--- src/rtl/bcp_defs.vh ---
// Constants for the buck switch protection control block.
// Assumes a 200 MHz system clock; all cycle counts are derived from it.
`ifndef BCP_DEFS_VH
`define BCP_DEFS_VH

// Counts are sized to their users, 5 ns a cycle
// Bootstrap refresh after 3 ms of high-side off time
`define BCP_BOOT_CYC 20'h927C0
// Soft-start capacitor discharge, 530 us least time
`define BCP_DISCH_CYC 20'h19E10
// Switch-node pull-down timeout after a max-on turn-off, 1 us
`define BCP_TMO_CYC 16'h00C8
// Current-sense blanking, 120 ns
`define BCP_BLANK_CYC 16'h0018
// Minimum off interval, 200 ns; a plain default
`define BCP_MIN_OFF_CYC 16'h0028
// Maximum on interval, 4 us; a plain default
`define BCP_MAX_ON_CYC 16'h0320
// Skipped-pulse count ceiling
`define BCP_SKIP_MAX 3'h7
// Number of synchronised comparator inputs
`define BCP_NSYNC 13

`endif

--- src/rtl/bcp_sync.v ---
// Two-flop synchroniser bank for comparator and pin inputs.
// Assumes inputs are asynchronous to clk_sys.
`timescale 1ns/10ps
`default_nettype none

module bcp_sync #(
  parameter W = 1
) (
  input wire clk_sys,
  input wire arst_n,
  input wire [W-1:0] din,
  output wire [W-1:0] dout
);

  genvar i;
  generate
    for (i = 0; i < W; i = i + 1) begin : g_bit
      reg meta;
      reg stable;
      // First flop feeds only the second
      always @(posedge clk_sys or negedge arst_n) begin
        if (!arst_n) begin
          meta <= 1'b0;
          stable <= 1'b0;
        end else begin
          meta <= din[i];
          stable <= meta;
        end
      end
      assign dout[i] = stable;
    end
  endgenerate

endmodule // bcp_sync

`default_nettype wire

--- src/rtl/bcp_ctrl.v ---
// Digital control of a step-down regulator's high-side switch.
// Assumes analog comparators and oscillator outside, asynchronous to clk_sys.
`timescale 1ns/10ps
`default_nettype none
`include "bcp_defs.vh"

module bcp_ctrl #(
  parameter [19:0] BOOT_CYC = `BCP_BOOT_CYC,
  parameter [19:0] DISCH_CYC = `BCP_DISCH_CYC,
  parameter [15:0] MIN_OFF_CYC = `BCP_MIN_OFF_CYC,
  parameter [15:0] MAX_ON_CYC = `BCP_MAX_ON_CYC
) (
  input wire clk_sys,
  input wire arst_n,
  input wire osc_period,
  input wire ea_at_bottom,
  input wire pwm_end,
  input wire ilim_nominal_trip,
  input wire ilim_fold_trip,
  input wire iskip_reached,
  input wire ineg_limit,
  input wire feedback_below_fold,
  input wire ramp_done,
  input wire temp_hot,
  input wire temp_release,
  input wire enable_on,
  input wire supply_ok,
  output reg high_side_switch,
  output reg low_side_pulldown,
  output reg ramp_discharge,
  output reg soft_start_active,
  output reg thermal_shutdown,
  output reg standby,
  output reg [2:0] skip_count
);

  localparam [1:0] ST_OFF = 2'h0;
  localparam [1:0] ST_DISCH = 2'h1;
  localparam [1:0] ST_RUN = 2'h2;
  localparam [1:0] ST_HOT = 2'h3;

  localparam [1:0] PH_IDLE = 2'h0;
  localparam [1:0] PH_ON = 2'h1;
  localparam [1:0] PH_OFFMIN = 2'h2;
  localparam [1:0] PH_LDO = 2'h3;

  localparam [15:0] BLANK_CYC = `BCP_BLANK_CYC;
  localparam [15:0] TMO_CYC = `BCP_TMO_CYC;
  localparam [2:0] SKIP_MAX = `BCP_SKIP_MAX;

  wire [`BCP_NSYNC-1:0] s_in;
  wire s_tick_lvl;
  wire s_bottom;
  wire s_pwm_end;
  wire s_ilim_nom;
  wire s_ilim_fold;
  wire s_iskip;
  wire s_ineg;
  wire s_fb_low;
  wire s_ramp_done;
  wire s_hot;
  wire s_release;
  wire s_en;
  wire s_supply;

  bcp_sync #(
    .W(`BCP_NSYNC)
  ) u_sync (
    .clk_sys(clk_sys),
    .arst_n(arst_n),
    .din({osc_period, ea_at_bottom, pwm_end, ilim_nominal_trip,
          ilim_fold_trip, iskip_reached, ineg_limit, feedback_below_fold,
          ramp_done, temp_hot, temp_release, enable_on, supply_ok}),
    .dout(s_in)
  );

  assign s_tick_lvl = s_in[12];
  assign s_bottom = s_in[11];
  assign s_pwm_end = s_in[10];
  assign s_ilim_nom = s_in[9];
  assign s_ilim_fold = s_in[8];
  assign s_iskip = s_in[7];
  assign s_ineg = s_in[6];
  assign s_fb_low = s_in[5];
  assign s_ramp_done = s_in[4];
  assign s_hot = s_in[3];
  assign s_release = s_in[2];
  assign s_en = s_in[1];
  assign s_supply = s_in[0];

  reg [1:0] state;
  reg [1:0] phase;
  reg [19:0] cnt;
  reg [15:0] ph_cnt;
  reg [19:0] off_cnt;
  reg [2:0] skip_left;
  reg light;
  reg tick_d;

  reg [1:0] next_state;
  reg [1:0] next_phase;
  reg [19:0] next_cnt;
  reg [15:0] next_ph_cnt;
  reg [19:0] next_off_cnt;
  reg [2:0] next_skip_count;
  reg [2:0] next_skip_left;
  reg next_light;
  reg next_ss;

  wire tick;
  wire run_ok;
  wire fold_en;
  wire oc_trip;
  wire boot_pd;

  assign tick = s_tick_lvl & ~tick_d;
  assign run_ok = s_en & s_supply;
  // Fold only outside soft-start, which runs at the nominal limit
  assign fold_en = s_fb_low & ~soft_start_active;
  // The folded trip also needs skip current, so the limit floors there
  assign oc_trip = fold_en ? (s_ilim_fold & s_iskip) : s_ilim_nom;
  assign boot_pd = (next_off_cnt == BOOT_CYC);

  always @* begin
    next_state = state;
    next_cnt = cnt;
    next_ss = soft_start_active;
    next_phase = phase;
    next_ph_cnt = ph_cnt;
    next_off_cnt = off_cnt;
    next_skip_count = skip_count;
    next_skip_left = skip_left;
    next_light = light;
    case (state)
      ST_OFF: begin
        if (run_ok) begin
          next_state = ST_DISCH;
          next_cnt = 20'h0;
        end
      end
      ST_DISCH: begin
        if (s_hot) begin
          next_state = ST_HOT;
        end else if (cnt == DISCH_CYC - 20'h1) begin
          next_state = ST_RUN;
          next_ss = 1'b1;
        end else begin
          next_cnt = cnt + 20'h1;
        end
      end
      ST_RUN: begin
        if (s_hot) begin
          next_state = ST_HOT;
        end else if (s_ramp_done) begin
          next_ss = 1'b0;
        end
      end
      default: begin
        if (s_release && !s_hot) begin
          next_state = ST_DISCH;
          next_cnt = 20'h0;
        end
      end
    endcase
    if (!run_ok) begin
      next_state = ST_OFF;
    end
    if (next_state != ST_RUN) begin
      next_ss = 1'b0;
    end
    if (state != ST_RUN || next_state != ST_RUN) begin
      next_phase = PH_IDLE;
      next_ph_cnt = 16'h0;
      next_off_cnt = 20'h0;
      next_skip_count = 3'h0;
      next_skip_left = 3'h0;
      next_light = 1'b0;
    end else begin
      case (phase)
        PH_IDLE: begin
          if (tick) begin
            if (skip_left != 3'h0) begin
              next_skip_left = skip_left - 3'h1;
            end else if (s_bottom) begin
              next_light = 1'b1;
            end else begin
              next_phase = PH_ON;
              next_ph_cnt = 16'h0;
            end
          end
        end
        PH_ON: begin
          next_ph_cnt = ph_cnt + 16'h1;
          if (ph_cnt < BLANK_CYC - 16'h1) begin
            next_phase = PH_ON;
          end else if (ph_cnt == BLANK_CYC - 16'h1) begin
            if (oc_trip) begin
              next_phase = PH_OFFMIN;
              next_ph_cnt = 16'h0;
              next_light = 1'b0;
              if (skip_count != SKIP_MAX) begin
                next_skip_count = skip_count + 3'h1;
              end
              next_skip_left = next_skip_count;
            end else if (skip_count != 3'h0) begin
              next_skip_count = skip_count - 3'h1;
            end
          end else if (oc_trip) begin
            next_phase = PH_OFFMIN;
            next_ph_cnt = 16'h0;
            next_light = 1'b0;
          end else if (light ? s_iskip : s_pwm_end) begin
            next_phase = PH_OFFMIN;
            next_ph_cnt = 16'h0;
            next_light = 1'b0;
          end else if (ph_cnt >= MAX_ON_CYC - 16'h1) begin
            next_phase = PH_LDO;
            next_ph_cnt = 16'h0;
            next_light = 1'b0;
          end
        end
        PH_OFFMIN: begin
          // Ticks landing here are lost; that period stays off
          if (ph_cnt >= MIN_OFF_CYC - 16'h1) begin
            next_phase = PH_IDLE;
            next_ph_cnt = 16'h0;
          end else begin
            next_ph_cnt = ph_cnt + 16'h1;
          end
        end
        default: begin
          if (s_ineg || ph_cnt >= TMO_CYC - 16'h1) begin
            next_phase = PH_OFFMIN;
            next_ph_cnt = 16'h0;
          end else begin
            next_ph_cnt = ph_cnt + 16'h1;
          end
        end
      endcase
      if (next_phase == PH_ON) begin
        next_off_cnt = 20'h0;
      end else if (off_cnt != BOOT_CYC) begin
        next_off_cnt = off_cnt + 20'h1;
      end
    end
  end

  always @(posedge clk_sys or negedge arst_n) begin
    if (!arst_n) begin
      state <= ST_OFF;
      phase <= PH_IDLE;
      cnt <= 20'h0;
      ph_cnt <= 16'h0;
      off_cnt <= 20'h0;
      skip_left <= 3'h0;
      light <= 1'b0;
      tick_d <= 1'b0;
      high_side_switch <= 1'b0;
      low_side_pulldown <= 1'b0;
      ramp_discharge <= 1'b0;
      soft_start_active <= 1'b0;
      thermal_shutdown <= 1'b0;
      standby <= 1'b1;
      skip_count <= 3'h0;
    end else begin
      state <= next_state;
      phase <= next_phase;
      cnt <= next_cnt;
      ph_cnt <= next_ph_cnt;
      off_cnt <= next_off_cnt;
      skip_left <= next_skip_left;
      light <= next_light;
      tick_d <= s_tick_lvl;
      high_side_switch <= (next_phase == PH_ON);
      // Pull-down never overlaps conduction
      low_side_pulldown <= (next_phase == PH_LDO) ||
                           (boot_pd && next_phase != PH_ON);
      ramp_discharge <= (next_state == ST_DISCH);
      soft_start_active <= next_ss;
      thermal_shutdown <= (next_state == ST_HOT);
      standby <= (next_state == ST_OFF);
      skip_count <= next_skip_count;
    end
  end

endmodule // bcp_ctrl

`default_nettype wire

--- config.mk ---
export PLATFORM = sky130hd
export DESIGN_NAME = bcp_ctrl
export DESIGN_NICKNAME = d
export VERILOG_FILES = /design/src/rtl/bcp_sync.v /design/src/rtl/bcp_ctrl.v
export VERILOG_INCLUDE_DIRS = /design/src /design/src/rtl
export SDC_FILE = /design/constraint.sdc
export NUM_CORES = 1
export LEC_CHECK = 0
export ABC_AREA = 1
export BUFFER_PORTS_ARGS = -buffer_cell sky130_fd_sc_hd__buf_4
export CORE_MARGIN = 4
export CORE_UTILIZATION = 35
export DETAILED_ROUTE_END_ITERATION = 10
export PLACE_DENSITY_LB_ADDON = 0.08
export REMOVE_ABC_BUFFERS = 1
export SETUP_SLACK_MARGIN = 0.1
export SYNTH_ARGS = -nofsm -noshare
export SYNTH_HDL_FRONTEND = slang
export SYNTH_SLANG_ARGS = --single-unit
--- constraint.sdc ---
create_clock -name clk_sys -period 3.39 [get_ports clk_sys]
set_input_delay 0.1695 -clock clk_sys [delete_from_list [all_inputs] [get_ports clk_sys]]
set_output_delay 0.1695 -clock clk_sys [all_outputs]
set_load 0.005 [all_outputs]
==> results.toml <==
[final_layout]
syn_to_final_growth_pct = 15.9
antenna_cells = 0
final_util_pct = 41.3
fillCellCount = 1480
final_nets = 714
regArea_mm2 = 0.00250
drive_gt1_share_pct = 9.64
multi_input_area_mm2 = 0.00225

[global_routing]
grt_pass1_wl_um = 19500
grt_max_degree = 41
grt_pass1_vias = 4182
antenna_found_initial = 0
grt-ovfl-total = 0
grt_usage_pct = 14.4

[outcome]
outcome = "complete, no violations"

[timing]
finalCriticalPeriod_ps = 2660
relSlewSlack_pct = 63.0
setup_viol = 0
tns_ps = 0
fmax_ghz = 0.376
period_share_pct = 78.4
skew_ps = 14.4
rsz0062_at_grt = "false"
final_hold_viol_count = 0
worst_slew_pin_slew_ps = 554
drv_slew = 0

[critical_path]
path_cells = "ha_1 > nand4_1 > nor2_1 > nand3_1 > a21oi_2 > nand3_2 > nor2_4 > nand2_2 > nor2_2 > nor2_1 > nand3_1 > a21oi_1"
required_ps = 3630
worst_path_max_delay_cell = "nor2_4"
critical_path.endpoint_type = "flip-flop"
startpoint_type = "flip-flop"
critPathBufInv = 0
crit_fanout = 22
cp_top_family = "simple AND/OR/NAND/NOR gates"
worstSetupPathType = "reg -> reg"
cpPeakStageDelay_ps = 450
arrival_ps = 2890

[floorplanning]
rows = 44
die_x_um = 130
num_io_pins = 24
core_mm2 = 0.0145
die_height_um = 130
start_util_pct = 35.6
die-area_mm2 = 0.0168

[hold_path]
min_path_type = "in -> async"

[yosys]
synth_mux_area_share_pct = 0
yosysTopAreaCell = "dfrtp_1"
syn_avg_cell_area_um2 = 8.01
async_flop_share_pct = 100
ys_seq_area_share_pct = 48.4
synth_ff_type = "dfrtp_1"
postSynthCellCount = 646
yosys_warnings = 0
synth_edf_count = 0
synth_top_family_by_area = "simple AND/OR/NAND/NOR gates"
synth-compound-area-share_pct = 7.32
synth_seq_cells = 100
ys_types = 41
synth_top_area_share_pct = 47.9
synthTopCellsByArea = "dfrtp_1 48%, nand2_1 9.1%, nor2_1 7.8%, inv_1 6.7%, nand3_1 3.6%"
synth_adder_area_share_pct = 2.18
synth_area_mm2 = 0.00518
synth-simple-area-share_pct = 29.3
synth_xor_area_share_pct = 4.57

[power]
power_leakage_nw = 2.70
p_int_w = 0.00179
ir_worst_vdd_mv = 0.282
seqPwrFrac_pct = 51.0
p_per_area_mw_per_mm2 = 400
p_switching_w = 0.000612
p_comb_share_pct = 4.1
clkPwrFrac_pct = 44.9
sw_frac_of_total_pct = 25.5

[clock_network]
clk-insertion-delay-late_ps = 360
postCtsResizedCells = 0
cts_tree = "yes"
cts_buffer_depth = 2
cts_buffers = 9
cts_root_buf = "clkbuf_16"
clkTransAtPathRegs_ps = 80
cts_max_level = 3
cts.sinks = 100

[flow_run]
max-cap-violations = 0

[drt]
drc_errors = 0
vias = 4189
wl_met3_um = 331
drt-total-wl_um = 11100
detail-route-antenna-nets = 0
drt-initial-drc-count = 246
top_layer_used = "met4"
wl_per_cell_um = 12.6
wl_met1_um = 5660
routed-wl-met2_um = 4910
viasPerCell = 4.77
first_pass_iters = 4

[place]
gp_congestion = 0.870
numPortBuffers = 23
dp_hpwl_um = 8140
[path summary, 6_finish.rpt]
path	start	endpoint	slack, ps	cells after the start
min in group clk_sys	u_sync.g_bit[9].meta$_DFF_PN0_	u_sync.g_bit[9].stable$_DFF_PN0_	350	0
worst max-delay path	cnt[0]$_DFFE_PN0P_	low_side_pulldown$_DFF_PN0_	730	12
worst min register to register	u_sync.g_bit[9].meta$_DFF_PN0_	u_sync.g_bit[9].stable$_DFF_PN0_	350	0
worst max register to register	cnt[0]$_DFFE_PN0P_	low_side_pulldown$_DFF_PN0_	730	12
worst min-delay path	arst_n	off_cnt[0]$_DFF_PN0_	330	2
max in group asynchronous	arst_n	standby$_DFF_PN1_	2230	3
[power groups by stage]
stage / Clock (W) / Combinational (W) / Sequential, W
2_1_floorplan: 0 / 0.0000377 / 0.00124
3_3_place_gp: 0 / 0.0000890 / 0.00125
3_5_place_dp: 0 / 0.0000895 / 0.00125
4_1_cts: 0.00112 / 0.000102 / 0.00122
5_1_grt: 0.00117 / 0.000115 / 0.00123
6_report: 0.00108 / 0.0000984 / 0.00122
[routing by layer]
| metal | up-vias | GRT usage (%) |
|---|---|---|
| met1 | 1964 | 19.8 |
| met3 | 14 | 3.42 |
| met5 | - | 0 |
| li1 | 2160 | - |
| met4 | 0 | 4.77 |
| met2 | 51 | 22.6 |
[registers in the layout, indices dropped and copies added, names as in the netlist, 2 cells and up]
signal,cells
cnt,20
off_cnt,20
ph_cnt,16
u_sync.g_bit.meta,13
u_sync.g_bit.stable,13
skip_count,3
skip_left,3
phase,2
state,2
[cells by family after synthesis]
kind of cell    count (synthesis)
compound gates                 66
buf+inv                       105
simple gates                  339
flops                         100
fa+ha+maj                       9
xor+xnor                       27
[worst register-to-register path: stages (launching register included)]
cell and delay, ps:
dfrtp_1 390, ha_1 270, nand4_1 130, nor2_1 130
nand3_1 100, a21oi_2 170, nand3_2 110, nor2_4 450
nand2_2 380, nor2_2 200, nor2_1 60, nand3_1 70
a21oi_1 70
[cell type report]
class	count	share of cell area, %
inverter	99	6.19
clock buffer	9	3.75
multi-input combinational	441	37.4
sequential	100	41.7
clock inverter	7	1.61
tap	184	3.84
timing repair buffer	39	5.46
[placed cells by master (no fill, tap or decap), drive strengths merged, types with 2 or more instances in the layout]
| cell | synthesis | layout |
|---|---|---|
| clkinv | 0 | 4 |
| nand3 | 39 | 39 |
| nor3b | 4 | 4 |
| nand3b | 3 | 3 |
| a21oi | 19 | 19 |
| xor2 | 18 | 18 |
| o21a | 2 | 2 |
| nand4 | 20 | 20 |
| dlygate4sd3 | 0 | 14 |
| ha | 9 | 9 |
| nand2 | 134 | 134 |
| nor3 | 19 | 19 |
| nor4 | 6 | 6 |
| o21ai | 30 | 30 |
| dfrtp | 99 | 99 |
| buf | 5 | 25 |
| inv | 99 | 102 |
| o31ai | 8 | 8 |
| or2 | 2 | 2 |
| xnor2 | 9 | 9 |
| clkbuf | 1 | 9 |
| o311ai | 2 | 2 |
| nor2 | 111 | 111 |
[cell usage after synthesis (2+ instances only)]
master	count
buf_2	2
xnor2_1	9
inv_2	6
o31ai_1	8
nor2_1	107
a21oi_1	18
xor2_1	18
nand4_1	19
nand2_1	126
or2_0	2
nand2_2	8
dfrtp_1	99
nand3b_1	3
inv_1	93
o21ai_1	3
nor3_2	2
nor2_2	3
nor4_1	6
nor3_1	17
nand3_1	37
buf_8	2
o21a_1	2
ha_1	9
nor3b_1	3
o21ai_0	27
o311ai_0	2
[per-stage QoR]
| step | std cells | power (W) | hold slack, ps | area, um^2 | setup slack (ps) |
|---|---|---|---|---|---|
| after detailed placement | 849 | 0.00134 | 192 | 5540 | 699 |
| after global routing | 879 | 0.00251 | 367 | 6000 | 348 |
| final | 879 | 0.00240 | 332 | 6000 | 734 |
| after global placement | 849 | 0.00134 | 193 | 5540 | 804 |
| after CTS | 879 | 0.00244 | 354 | 6000 | 684 |
| after floorplan | 640 | 0.00128 | -126 | 5120 | 1210 |
[what timing repair did]
item / 4_1_cts / 5_1_grt
setup endpoints to repair: 0 / 0
buffers inserted: 0 / 0
hold buffers: 14 / 0
hold endpoints to repair: 51 / 0
Power figures use the tool's default switching activity.
